--- src/logic/deskew_pkg.sv ---
// shared types and constants for the deskew clock loop
`default_nettype none
package deskew_pkg;
  localparam int unsigned COUNT_W        = 8;      // width of the source period counter
  localparam int unsigned DIV_PROD_W     = 13;     // width of period times twice the factor
  localparam int unsigned LOCK_DROP_SRC  = 4;      // lock falls within this many source cycles
  localparam logic [3:0]  LOCK_PERIODS   = 4'h8;   // aligned source periods needed for lock
  localparam logic [7:0]  COUNT_RESET    = 8'h00;  // counters and taps after reset
  localparam logic [7:0]  COUNT_MAX      = 8'hff;  // period counter saturates here

  // loop flavour, one-hot
  typedef enum logic [2:0] {
    VARIANT_FULL  = 3'b001,  // full loop: all outputs
    VARIANT_HF    = 3'b010,  // high-frequency loop: no doubled output
    VARIANT_WRAP  = 3'b100   // simple wrapper: deskewed output only
  } variant_t;

  // lock tracking, one-hot
  typedef enum logic [1:0] {
    LOCK_SEEK = 2'b01,
    LOCK_HELD = 2'b10
  } lock_state_t;

  // divide factor selection: 1.5, 2, 2.5, 3, 4, 5, 8, 16
  typedef enum logic [2:0] {
    DIV_1P5 = 3'h0, DIV_2 = 3'h1, DIV_2P5 = 3'h2, DIV_3 = 3'h3,
    DIV_4   = 3'h4, DIV_5 = 3'h5, DIV_8   = 3'h6, DIV_16 = 3'h7
  } divide_factor_t;

  // the conditioned clocks travel together
  typedef struct packed {
    logic deskewed;  // 1x delay-compensated clock
    logic doubled;   // 2x clock once lock_indicator, 1x 25/75 before
    logic divided;   // source divided by the selected factor
  } clock_outs_t;

  // twice the divide factor, so the fractional factors stay integral; six bits hold 32
  function automatic logic [5:0] twice_factor(input divide_factor_t f);
    unique case (f)
      DIV_1P5: twice_factor = 6'h03;
      DIV_2:   twice_factor = 6'h04;
      DIV_2P5: twice_factor = 6'h05;
      DIV_3:   twice_factor = 6'h06;
      DIV_4:   twice_factor = 6'h08;
      DIV_5:   twice_factor = 6'h0a;
      DIV_8:   twice_factor = 6'h10;
      DIV_16:  twice_factor = 6'h20;
    endcase
  endfunction
endpackage
`default_nettype wire

--- src/logic/deskew_clock_dll.sv ---
// delay-lock_indicator clock conditioner: deskewed, doubled and divided clocks with lock
`default_nettype none
// Behaviour
// loop reset drops the lock indicator within four source cycles.
// loop reset is active high; user drives it dynamically or ties it low.
// during loop reset taps clear to zero; outputs may glitch and lose deskew.
// user resets loop on frequency change, scan reconfig, hot swap, unstable start.
// once lock_indicator the doubled output runs at twice the source, 50/50 duty.
// before lock the doubled output runs at 1x with 25/75 duty.
// high-frequency variant offers no doubled output.
// divided output runs at source over 1.5, 2, 2.5, 3, 4, 5, 8 or 16.
// divided output has 50/50 duty for every factor, fractional ones too.
// only the deskewed or the doubled output may be fed back.
// input-buffer feedback: external port, doubled fed back, output buffers only.
// wrapper variant gives a compensated 50/50 copy unless correction is off.
// wrapper variant exposes no reset, lock, multiply, divide or domain controls.
// source clock comes from a global buffer or same-edge clock input buffer.
// lock rises only after feedback aligns with source and holds while aligned.
module deskew_clock_dll
  import deskew_pkg::*;
(
  input  wire  logic                       i_clock,                 // system clock, 20 MHz
  input  wire  logic                       i_rst,                   // sync reset, active high
  input  wire  logic                       i_clk_en,                // freezes all state when low
  input  wire  deskew_pkg::variant_t       i_variant,               // loop flavour
  input  wire  logic                       i_source_clock_in,       // sampled source clock
  input  wire  logic                       i_feedback_clock_in,     // sampled feedback clock
  input  wire  logic                       i_loop_reset,            // loop reset, active high
  input  wire  logic                       i_duty_correct_en,       // 1 = duty correction on
  input  wire  deskew_pkg::divide_factor_t i_divide_factor_setting, // divided output factor
  output var   deskew_pkg::clock_outs_t    o_clocks,                // conditioned clocks
  output logic                             o_lock_indicator         // loop lock_indicator
);
  import deskew_pkg::*;

  logic                   src_d_reg, fb_d_reg;
  logic [COUNT_W-1:0]     cnt_reg, per_reg, tap_reg;
  logic [3:0]             good_reg;
  logic                   aligned_reg;
  lock_state_t            lock_reg;
  logic [DIV_PROD_W-1:0]  dv_cnt_reg;
  logic                   wrap_mode, loop_rst, src_rise, fb_rise;
  logic                   loop_clr, fb_seen_reg, fb_first;
  logic [COUNT_W:0]       phase_sum;
  logic [COUNT_W-1:0]     phase, half_per, quarter_per;
  logic [DIV_PROD_W-1:0]  dv_prod, dv_full, dv_half;
  clock_outs_t            clocks_next;

  // the wrapper has no loop reset pin, so the input is ignored there
  assign wrap_mode = (i_variant == VARIANT_WRAP);
  assign loop_rst  = i_loop_reset && !wrap_mode;
  assign src_rise  = i_source_clock_in && !src_d_reg;
  assign fb_rise   = i_feedback_clock_in && !fb_d_reg;
  // a loop reset seen while disabled waits for the enable, so state stays frozen
  assign loop_clr  = loop_rst && i_clk_en;
  // a fed-back doubled clock rises twice per period once lock_indicator;
  // only the first rise of a source period is weighed for skew
  assign fb_first  = fb_rise && (src_rise || !fb_seen_reg);

  // output phase is the source phase advanced by the tap setting
  always_comb begin
    phase_sum = {1'b0, cnt_reg} + {1'b0, tap_reg};
    if (phase_sum >= {1'b0, per_reg}) begin
      phase_sum = phase_sum - {1'b0, per_reg};
    end
    phase       = phase_sum[COUNT_W-1:0];
    half_per    = per_reg >> 1;
    quarter_per = per_reg >> 2;
    dv_prod     = DIV_PROD_W'(per_reg * twice_factor(i_divide_factor_setting));
    dv_full     = dv_prod >> 1;   // divided period in system cycles
    dv_half     = dv_prod >> 2;   // high time, half of the period
  end

  // edge history of the sampled clocks
  always_ff @(posedge i_clock) begin
    if (i_rst) begin
      src_d_reg <= 1'b0;
      fb_d_reg  <= 1'b0;
    end else if (i_clk_en) begin
      src_d_reg <= i_source_clock_in;
      fb_d_reg  <= i_feedback_clock_in;
    end
  end

  // first feedback rise of each source period; later rises in the same period
  // are the mid-period edge of a fed-back doubled clock, not skew
  always_ff @(posedge i_clock) begin
    if (i_rst || loop_clr) begin
      fb_seen_reg <= 1'b0;
    end else if (i_clk_en) begin
      if (src_rise) begin
        fb_seen_reg <= fb_rise;
      end else if (fb_rise) begin
        fb_seen_reg <= 1'b1;
      end
    end
  end

  // source period measurement; counter saturates if the source stops
  // limitation: a source slower than the counter range is not measured correctly
  always_ff @(posedge i_clock) begin
    if (i_rst) begin
      cnt_reg <= COUNT_RESET;
      per_reg <= COUNT_RESET;
    end else if (i_clk_en) begin
      if (src_rise) begin
        cnt_reg <= COUNT_RESET;
        per_reg <= cnt_reg + 8'h01;
      end else if (cnt_reg != COUNT_MAX) begin
        cnt_reg <= cnt_reg + 8'h01;
      end
    end
  end

  // delay tap: step one cycle toward alignment on each first feedback rise of a source period that misses the source edge
  // one step per source period keeps the loop from hunting;
  // the price is a slow lock after every loop reset
  always_ff @(posedge i_clock) begin
    if (i_rst || loop_clr) begin
      tap_reg <= COUNT_RESET;
    end else if (i_clk_en && fb_first && !src_rise && per_reg != COUNT_RESET) begin
      if (cnt_reg < half_per) begin
        // feedback late: advance the output
        tap_reg <= (tap_reg + 8'h01 >= per_reg) ? COUNT_RESET : tap_reg + 8'h01;
      end else begin
        // feedback early: retard the output
        tap_reg <= (tap_reg == COUNT_RESET) ? per_reg - 8'h01 : tap_reg - 8'h01;
      end
    end
  end

  // alignment seen within the current source period
  always_ff @(posedge i_clock) begin
    if (i_rst || loop_clr) begin
      aligned_reg <= 1'b0;
    end else if (i_clk_en) begin
      if (src_rise) begin
        aligned_reg <= fb_first;
      end else if (fb_first) begin
        aligned_reg <= 1'b0;
      end
    end
  end

  // lock tracking; a misaligned feedback edge drops lock at once
  always_ff @(posedge i_clock) begin
    if (i_rst || loop_clr) begin
      lock_reg <= LOCK_SEEK;
      good_reg <= 4'h0;
    end else if (i_clk_en) begin
      unique case (lock_reg)
        LOCK_SEEK: begin
          if (src_rise) begin
            good_reg <= aligned_reg ? good_reg + 4'h1 : 4'h0;
            if (aligned_reg && good_reg + 4'h1 >= LOCK_PERIODS) begin
              lock_reg <= LOCK_HELD;
            end
          end
        end
        LOCK_HELD: begin
          // a source edge without feedback, or feedback off the source edge,
          // means alignment is gone
          if (fb_first != src_rise) begin
            lock_reg <= LOCK_SEEK;
            good_reg <= 4'h0;
          end
        end
        default: begin
          lock_reg <= LOCK_SEEK;
          good_reg <= 4'h0;
        end
      endcase
    end
  end

  // divided clock counter, restarted on the selected period
  // a factor change takes effect at once, so one odd period may follow it
  always_ff @(posedge i_clock) begin
    if (i_rst || loop_clr) begin
      dv_cnt_reg <= '0;
    end else if (i_clk_en) begin
      if (dv_cnt_reg + 13'h0001 >= dv_full) begin
        dv_cnt_reg <= '0;
      end else begin
        dv_cnt_reg <= dv_cnt_reg + 13'h0001;
      end
    end
  end

  // deskewed and doubled waveforms from the corrected phase, divided from its counter
  always_comb begin
    // without correction the deskewed clock just follows the source
    clocks_next.deskewed = i_duty_correct_en ? (phase < half_per)
                                             : i_source_clock_in;
    if (lock_reg == LOCK_HELD) begin
      clocks_next.doubled = (phase < quarter_per) ||
                            (phase >= half_per && phase < half_per + quarter_per);
    end else begin
      clocks_next.doubled = (phase < quarter_per);
    end
    clocks_next.divided = (dv_cnt_reg < dv_half);
    if (i_variant != VARIANT_FULL) begin
      clocks_next.doubled = 1'b0;
    end
    if (wrap_mode) begin
      clocks_next.divided = 1'b0;
    end
  end

  // registered outputs; reset briefly disturbs the clocks, which is allowed
  // the wrapper has no lock pin, so lock is masked there
  always_ff @(posedge i_clock) begin
    if (i_rst) begin
      o_clocks         <= '0;
      o_lock_indicator <= 1'b0;
    end else if (i_clk_en) begin
      o_clocks         <= clocks_next;
      o_lock_indicator <= (lock_reg == LOCK_HELD) && !loop_rst && !wrap_mode;
    end
  end
endmodule
`default_nettype wire

--- config.mk ---
export PLATFORM = sky130hd
export DESIGN_NAME = deskew_clock_dll
export DESIGN_NICKNAME = d
export VERILOG_FILES = /design/src/logic/deskew_pkg.sv /design/src/logic/deskew_clock_dll.sv
export SDC_FILE = /design/constraint.sdc
export NUM_CORES = 1
export LEC_CHECK = 0
export CAP_MARGIN = 20
export CORE_ASPECT_RATIO = 1.5
export CORE_MARGIN = 1.5
export CORE_UTILIZATION = 45
export CTS_BUF_LIST = sky130_fd_sc_hd__clkbuf_8
export DETAILED_ROUTE_END_ITERATION = 8
export DONT_BUFFER_PORTS = 1
export PLACE_DENSITY_LB_ADDON = 0.15
export SKIP_LAST_GASP = 1
export SLEW_MARGIN = 20
export SYNTH_ARGS = -nofsm -noshare
export SYNTH_HDL_FRONTEND = slang
export SYNTH_SLANG_ARGS = --single-unit
--- constraint.sdc ---
create_clock -name i_clock -period 16.9 [get_ports i_clock]
set_input_delay 3.38 -clock i_clock [delete_from_list [all_inputs] [get_ports i_clock]]
set_output_delay 3.38 -clock i_clock [all_outputs]
set_load 0.02 [all_outputs]
* Word level (Yosys, flattened, before mapping) *
Memories as Yosys holds them, arrays and structs flattened.
Cells that the tools add are included.

word-level totals
  register bits after elaboration = 51
  ROM bits = 48
  output and inout bits = 4
  word-level logic and storage cells = 99
  memories kept = 1

cells by class
  add/subtract/negate cells = 9
  $mul = 1
  magnitude comparators = 10
  equal/unequal tests = 9
  muxes and demuxes = 23
  reductions and logical operators = 32

memory list
  name              words  width  read ports  clocked after memory_dff  write ports  RTL line          text
  (name not given)  8      6      1           0                         0            deskew_pkg.sv:39  unique case (f)

operators with widths
  kind                     number
  $mux W8                  6
  $add A8 B1 Y8 const B    2
  $lt A8 B7 Y1             2
  $sub A8 B1 Y8 const B    2
  $add A13 B1 Y13 const B  1
  $ge A13 B12 Y1           1
  $lt A13 B11 Y1           1
  $mul A8 B6 Y13           1
  $mux W13                 1
  $logic_and A1 B1 Y1      12
  $mux W4                  3
  $add A8 B8 Y9            1
  $ge A9 B8 Y1             1
  $add A7 B6 Y8            1
  $ge A8 B7 Y1             1
  $ge A8 B8 Y1             1
  $logic_not A8 Y1         1
  $lt A8 B6 Y1             1
  $lt A8 B8 Y1             1
  $mux W1                  8
  $ne A8 B8 Y1 const B     1
  $pmux W4 S2              1
  $reduce_and A2 Y1        4
  $reduce_bool A8 Y1       1
  other kinds (16)         29

* Depth between registers and ports, before layout *
Gate-level depths: netlist of run 1.

  depth in word-level cells = 8
  gate-level depth with buffers = 26
  mapped depth without buffers = 26

* Worst setup path before layout of run 1 *
Ideal clock, no wire load.

  path kind = input port to flip-flop
  from = in i_divide_factor_setting[0]
  to = reg dv_cnt_reg[2]
  setup time = 0.059 ns
  data arrival time = 8.920 ns
  data required time = 16.841 ns
  setup slack = 7.921 ns
  stages = 24
  buffers on the path = 0
  cells stage by stage = inv_1 > ha_1 > o21ai_0 > nand2_1 > fa_1 > inv_1 > fa_1 > inv_1 > fa_1 > inv_1 > ha_1 > and3_1 > a221o_1 > nor2_1 > xor2_1 > ha_1 > o21ai_1 > nand2b_1 > and3_1 > a211o_1 > maj3_2 > maj3_4 > o32ai_1 > a22o_1

between the ends
  word-level cells in the longest chain between the ends = 4

RTL lines
  item                    RTL line                 text
  start: declaration      deskew_clock_dll.sv:30   input wire deskew_pkg::divide_factor_t i_divide_factor_setting,
  $mem_v2 Z8 W6           n/a
  $mul A8 B6 Y13          deskew_clock_dll.sv:69   dv_prod = DIV_PROD_W'(per_reg * twice_factor(i_divide_factor_setting));
  $ge A13 B12 Y1          deskew_clock_dll.sv:182  if (dv_cnt_reg + 13'h0001 >= dv_full) begin
  $mux W13                deskew_clock_dll.sv:182
  end signal: assignment  deskew_clock_dll.sv:185  dv_cnt_reg <= dv_cnt_reg + 13'h0001;
  end: declaration        deskew_clock_dll.sv:41   logic [DIV_PROD_W-1:0] dv_cnt_reg;

No other way between the ends.
A chain may end at the register's enable or synchronous reset.

* Worst setup path in the final report of run 1 *
Ends and elaborated chain as after synthesis.

==> results of run 1 <==
-- metal layers --
metal  global-route usage  vias up
met5                    0        -
met4                0.128        0
met3               0.0351       34
met2                0.474       96
met1                0.242     2678
li1                     -     2754
-- per-stage QoR --
step | setup slack [ns] | cells | util
after floorplan | 7.92 | 780 | -
after global routing | 7.37 | 957 | 0.475
after detailed placement | 7.36 | 949 | 0.468
final | 7.64 | 957 | 0.475
after CTS | 7.71 | 957 | 0.475
after global placement | 7.58 | 949 | 0.468
-- cell families (layout without fill, tap and decap cells) --
logic type	Yosys count	in the layout
multiplexers	8	8
XOR/XNOR	52	52
AND/OR/NAND/NOR	269	269
flip-flops	51	51
buffers and inverters	84	69
AO/OA/AOI/OAI	176	176
adder cells (fa/ha/maj)	140	140
-- worst paths after layout --
path | start | cells past startpoint | endpoint | slack (ns)
worst min-delay path | good_reg[3] | 2 | good_reg[3] | 0.48
worst max register to register | per_reg[6] | 21 | dv_cnt_reg[2] | 10.53
worst max-delay path | i_divide_factor_setting[0] | 24 | dv_cnt_reg[2] | 7.64
worst min register to register | good_reg[3] | 2 | good_reg[3] | 0.48
-- worst min-delay path, stage by stage, from the launching register on --
cell	delay (ns)
dfxtp_1	0.34
nand2_1	0.05
a21oi_1	0.05
-- power by group through the flow --
stage | Clock [mW] | Combinational [mW] | Sequential, mW
floorplan | 0 | 0.146 | 0.132
global placement | 0 | 0.177 | 0.137
detailed placement | 0 | 0.184 | 0.137
CTS | 0.0827 | 0.185 | 0.134
global route | 0.0858 | 0.208 | 0.135
finish | 0.0801 | 0.185 | 0.134
-- cells in the final DEF (no fill, tap or decap), types with 2 or more instances in the layout --
master     synthesis  layout
ha_1             110     110
nor2_1            66      66
inv_1             61      61
a21oi_1           55      55
dfxtp_1           51      51
nand2_1           45      45
xnor2_1           36      36
nand3_1           33      33
o21ai_0           29      29
fa_1              27      27
and3_1            25      25
nor3_1            21      21
a21o_1            16      16
a211oi_1          16      16
nand4_1           15      15
xor2_1            15      15
and2_1            15      15
nand2b_1          14      14
nor2b_1           11      11
a22oi_1            7       7
o31ai_1            6       6
a22o_1             6       6
o21a_1             5       5
o21ai_1            5       5
clkbuf_8           0       5
mux2_2             4       4
mux2i_1            4       4
nand3b_1           4       4
o31a_1             3       3
a2111oi_0          3       3
or4_1              3       3
a221o_1            3       3
a32oi_1            3       3
o41ai_1            2       2
o21bai_1           2       2
or3_1              2       2
-- cell type report --
type / count / area (µm²) / share of cell area
Clock buffer: 5 / 68.8 / 0.0104
Inverter: 61 / 229 / 0.0345
Tap cell: 192 / 240 / 0.0362
Multi-Input combinational cell: 645 / 5050 / 0.761
Sequential cell: 51 / 1020 / 0.154
Clock inverter: 3 / 27.5 / 0.00415
==> impl_metrics.yaml, run 1 <==
run_status:
  status: "finished, final reports clean"
place:
  place_congestion: 0.890
  hpwl_um: 14100
  port_buffers: 0
  place_area_mm2: 0.00654
floorplan:
  fp-row-count: 53
  start_util: 0.458
  die_y_um: 149
  core_mm2: 0.0140
  die_w_um: 100
  io_pins: 17
  dieArea_mm2: 0.0150
clock_network:
  cts_tree: "built"
  cts_made_buffers: 5
  clock_latency_ns: 0.32
  clk_pin_slew_ns: 0.11
  cts_hold_buf: 0
  cts.sinks: 51
  clockBufferDepth: 2
  cts_root_buf: "clkbuf_8"
  htree_levels: 2
  cts_resized: 0
  cts_setup_buffers: 0
synthesis:
  syn_area_mm2: 0.00641
  yosys_warnings: 0
  synth_mux_area_frac: 0.0133
  synth.distinct_cells: 73
  yosysMostFrequentCell: "ha_1"
  async_flop_share: 0
  synth_seq_area_share: 0.159
  synthCells: 780
  synth_top_area_cell: "ha_1"
  ys_seq_elements: 51
  yosys.area.top_type_share: 0.215
  syn_nets: 930
  synth_fa_ha_area_frac: 0.305
  synth_area_leaders: "ha_1, dfxtp_1, fa_1, xnor2_1, a21oi_1"
  syn_area_per_cell_um2: 8.22
  synth_top_family_by_area: "adder cells"
  synth-simple-area-share: 0.218
  synth_edf_count: 0
  synthXorXnorAreaFrac: 0.0722
  synth_compound_area_frac: 0.180
  synth_commonest_cells: "ha_1, nor2_1, inv_1"
  ys.flop_type: "dfxtp_1"
critical_path:
  crit_path_top_delay_cell: "o21ai_0"
  critPathMaxFanout: 9
  cp.arrival_ns: 9.53
  slowest_delay_ns: 0.62
  cp-end-kind: "flip-flop"
  worst-path-buf-inv: 4
  path_cells: "inv_1 > ha_1 > o21ai_0 > nand2_1 > fa_1 > inv_1 > fa_1 > inv_1 > fa_1 > inv_1 > ha_1 > and3_1 > a221o_1 > nor2_1 > xor2_1 > ha_1 > o21ai_1 > nand2b_1 > and3_1 > a211o_1 > maj3_2 > maj3_4 > o32ai_1 > a22o_1"
  required_ns: 17.17
  worstSetupPathType: "primary input to flip-flop"
  cp_top_family: "adder cells"
  cp-start-kind: "primary input"
  crit_path_frequent_cell: "inv_1"
detailed_routing:
  vias: 5562
  drc_errors: 0
  post_drt_via_cell_ratio: 5.81
  dr.first_iter.drc_count: 201
  maxUsedRoutingLayer: "met4"
  drt-pass1-iter-count: 4
  wl_um: 17500
  met1_length_um: 6540
  post_drt_wl_per_cell_um: 18.3
  wl_met2_um: 9690
  route.antenna.remaining_nets: 0
  routed-wl-met3_um: 553
layout:
  fin_area_mm2: 0.00664
  nNetsFinal: 914
  n_fill_cell: 1403
  largest_reg_flops: 13
  area_growth_syn_to_layout_pct: 3.61
  diodes: 0
  drive_gt1_frac: 0.0340
power:
  clock_power_share: 0.201
  ir_drop_uv: 38.9
  switching_share: 0.417
  intPower_mw: 0.233
  power_leakage_nw: 3.02
  seqPwrFrac: 0.336
  cellPowerDensity_mw_per_mm2: 60.1
  power_mw: 0.399
  power.switching_mw: 0.167
  comb_power_share: 0.463
timing:
  finalSetupViolCount: 0
  whs_ns: 0.479
  rsz0062_at_grt: "no"
  slew_violations: 0
  min_period_over_period: 0.548
  max_slew.worst_pin.slew_ns: 0.822
  period_minus_slack_ns: 9.26
  max_slew_margin: 0.450
  final-hold-violation-count: 0
  fmax_ghz: 0.108
  tns_ns: 0
  skew_ns: 0.0174
global_route:
  grtUsageTotal: 0.243
  grt_max_degree: 33
  grt_pass1_vias: 5830
  grt_pass1_wl_um: 28600
  grt.overflow.total: 0
  antenna_found_initial: 0
run:
  cap_violations: 0
hold_path:
  hold_class: "flip-flop to flip-flop"
(Power assumes the default switching activity.)
==> run 2: changes to the inputs <==
- clock period: 16.9 -> 8.1 ns (I/O delays scaled with it)
==> run 2 against run 1 <==
Effect of this change:
- first-iteration DRC count fell by 1.0%
- via count up 0.59%
- cell area rose by 0.41%
- total power rose by 120%
- combinational power is 110% higher
- highest routed layer unchanged
- critical path type unchanged
- critical path depth did not move
==> impl_metrics.yaml, run 2 (same netlist as run 1, synthesis figures left out) <==
critical_path:
  path_cells: "inv_1 > ha_1 > o21ai_0 > nand2_1 > fa_1 > inv_1 > fa_1 > inv_1 > fa_1 > inv_1 > ha_1 > and3_1 > a221o_1 > nor2_1 > xor2_1 > ha_1 > o21ai_1 > nand2b_1 > and3_1 > a211o_1 > maj3_2 > maj3_4 > o32ai_1 > a22o_1"
  cp.arrival_ns: 7.64
  cp-end-kind: "flip-flop"
  worstSetupPathType: "primary input to flip-flop"
  r2r_cells: 21
  cp-start-kind: "primary input"
  cp_top_family: "adder cells"
  timing.reg2reg.setup_slack_ns: 1.78
  r2r-end: "dv_cnt_reg[2]"
  slowest_delay_ns: 0.54
  crit_path_frequent_cell: "inv_1"
  crit_path_top_delay_cell: "o21ai_0"
  critPathMaxFanout: 9
  r2r-start: "per_reg[4]"
  required_ns: 8.36
  worst-path-buf-inv: 4
clock_network:
  cts.sinks: 51
  clockBufferDepth: 2
  clock_latency_ns: 0.32
  clk_pin_slew_ns: 0.11
  cts_hold_buf: 0
  cts_resized: 0
  cts_root_buf: "clkbuf_8"
  cts_tree: "built"
  htree_levels: 2
  cts_made_buffers: 5
  cts_setup_buffers: 0
power:
  comb_power_share: 0.452
  power_leakage_nw: 3.04
  seqPwrFrac: 0.323
  clock_power_share: 0.225
  switching_share: 0.403
  cellPowerDensity_mw_per_mm2: 129
  power_mw: 0.863
  ir_drop_uv: 102
  intPower_mw: 0.515
  power.switching_mw: 0.348
detailed_routing:
  post_drt_via_cell_ratio: 5.84
  drt-pass1-iter-count: 4
  route.antenna.remaining_nets: 0
  post_drt_wl_per_cell_um: 18.3
  drc_errors: 0
  dr.first_iter.drc_count: 199
  wl_um: 17500
  vias: 5595
floorplan:
  die_w_um: 100
  die_y_um: 149
  start_util: 0.458
  core_mm2: 0.0140
  io_pins: 17
  fp-row-count: 53
  dieArea_mm2: 0.0150
global_route:
  grt_max_degree: 33
  grtUsageTotal: 0.243
  grt.overflow.total: 0
  grt_pass1_vias: 5687
  antenna_found_initial: 0
  grt_pass1_wl_um: 28700
timing:
  slew_violations: 0
  finalSetupViolCount: 0
  rsz0062_at_grt: "no"
  tns_ns: 0
  min_period_over_period: 0.910
  skew_ns: 0.0147
  fmax_ghz: 0.136
  period_minus_slack_ns: 7.37
  final-hold-violation-count: 0
  max_slew_margin: 0.449
  max_slew.worst_pin.slew_ns: 0.824
layout:
  diodes: 0
  area_growth_syn_to_layout_pct: 4.04
  utilization: 0.477
  final-instance-count-excl-fill: 958
  seq_area_mm2: 0.00102
  layout_commonest_cell: "ha_1"
  multi_input_area_mm2: 0.00505
  final_cell_mix: "ha_1, nor2_1, inv_1"
  nNetsFinal: 915
  largest_reg_flops: 13
  drive_gt1_frac: 0.0352
  n_fill_cell: 1397
run_status:
  status: "finished, final reports clean"
place:
  place_congestion: 0.928
  dp.cells: 950
  hpwl_um: 14000
  port_buffers: 0
hold_path:
  hold_class: "flip-flop to flip-flop"
  hold_path_depth: 2
  min-delay-start: "good_reg[3]"
  holdPathEnd: "good_reg[3]"
run:
  cap_violations: 0
## run 2: power groups by stage
stage	Clock, mW	Combinational, mW	Sequential, mW
final	0.195	0.390	0.279
after global routing	0.208	0.442	0.280
after CTS	0.201	0.388	0.279
after detailed placement	0	0.386	0.285
after global placement	0	0.372	0.284
after floorplan	0	0.305	0.275
## run 2: how the worst max path moves through the flow
stage / start / to / slack [ns] / depth (start not counted)
floorplan: i_divide_factor_setting[0] / dv_cnt_reg[2] / 0.88 / 24
global placement: i_divide_factor_setting[0] / dv_cnt_reg[2] / 0.55 / 24
detailed placement: i_divide_factor_setting[0] / dv_cnt_reg[2] / 0.40 / 24
CTS: i_divide_factor_setting[0] / dv_cnt_reg[2] / 0.74 / 24
global route: i_divide_factor_setting[0] / dv_cnt_reg[6] / 0.31 / 24
finish: i_divide_factor_setting[0] / dv_cnt_reg[2] / 0.73 / 24
## run 2: metrics by stage
stage | setup slack [ns] | hold WS, ns | area (µm²)
2_1_floorplan | 0.881 | 0.449 | 6410
3_3_place_gp | 0.550 | 0.459 | 6550
4_1_cts | 0.740 | 0.485 | 6670
5_1_grt | 0.313 | 0.512 | 6670
6_report | 0.726 | 0.477 | 6670
3_5_place_dp | 0.404 | 0.471 | 6550
## run 2: area by class of cell
cell class,count,share of cell area
multi-input combinational,645,0.758
sequential,51,0.153
inverter,61,0.0343
clock buffer,5,0.0103
timing repair buffer,1,0.00113
tap,192,0.0360
clock inverter,3,0.00713
## run 2: per-layer routing
metal,track usage,share of wire
met1,0.256,0.39
met2,0.477,0.55
met3,0.0262,0.021
met4,0.101,0.037
met5,0,0
## run 2: worst min-delay path: cells and delay by family, from the launching register on
kind	cells	cell delay, ns
AO/OA/AOI/OAI	1	0.05
flip-flops	1	0.33
AND/OR/NAND/NOR	1	0.05
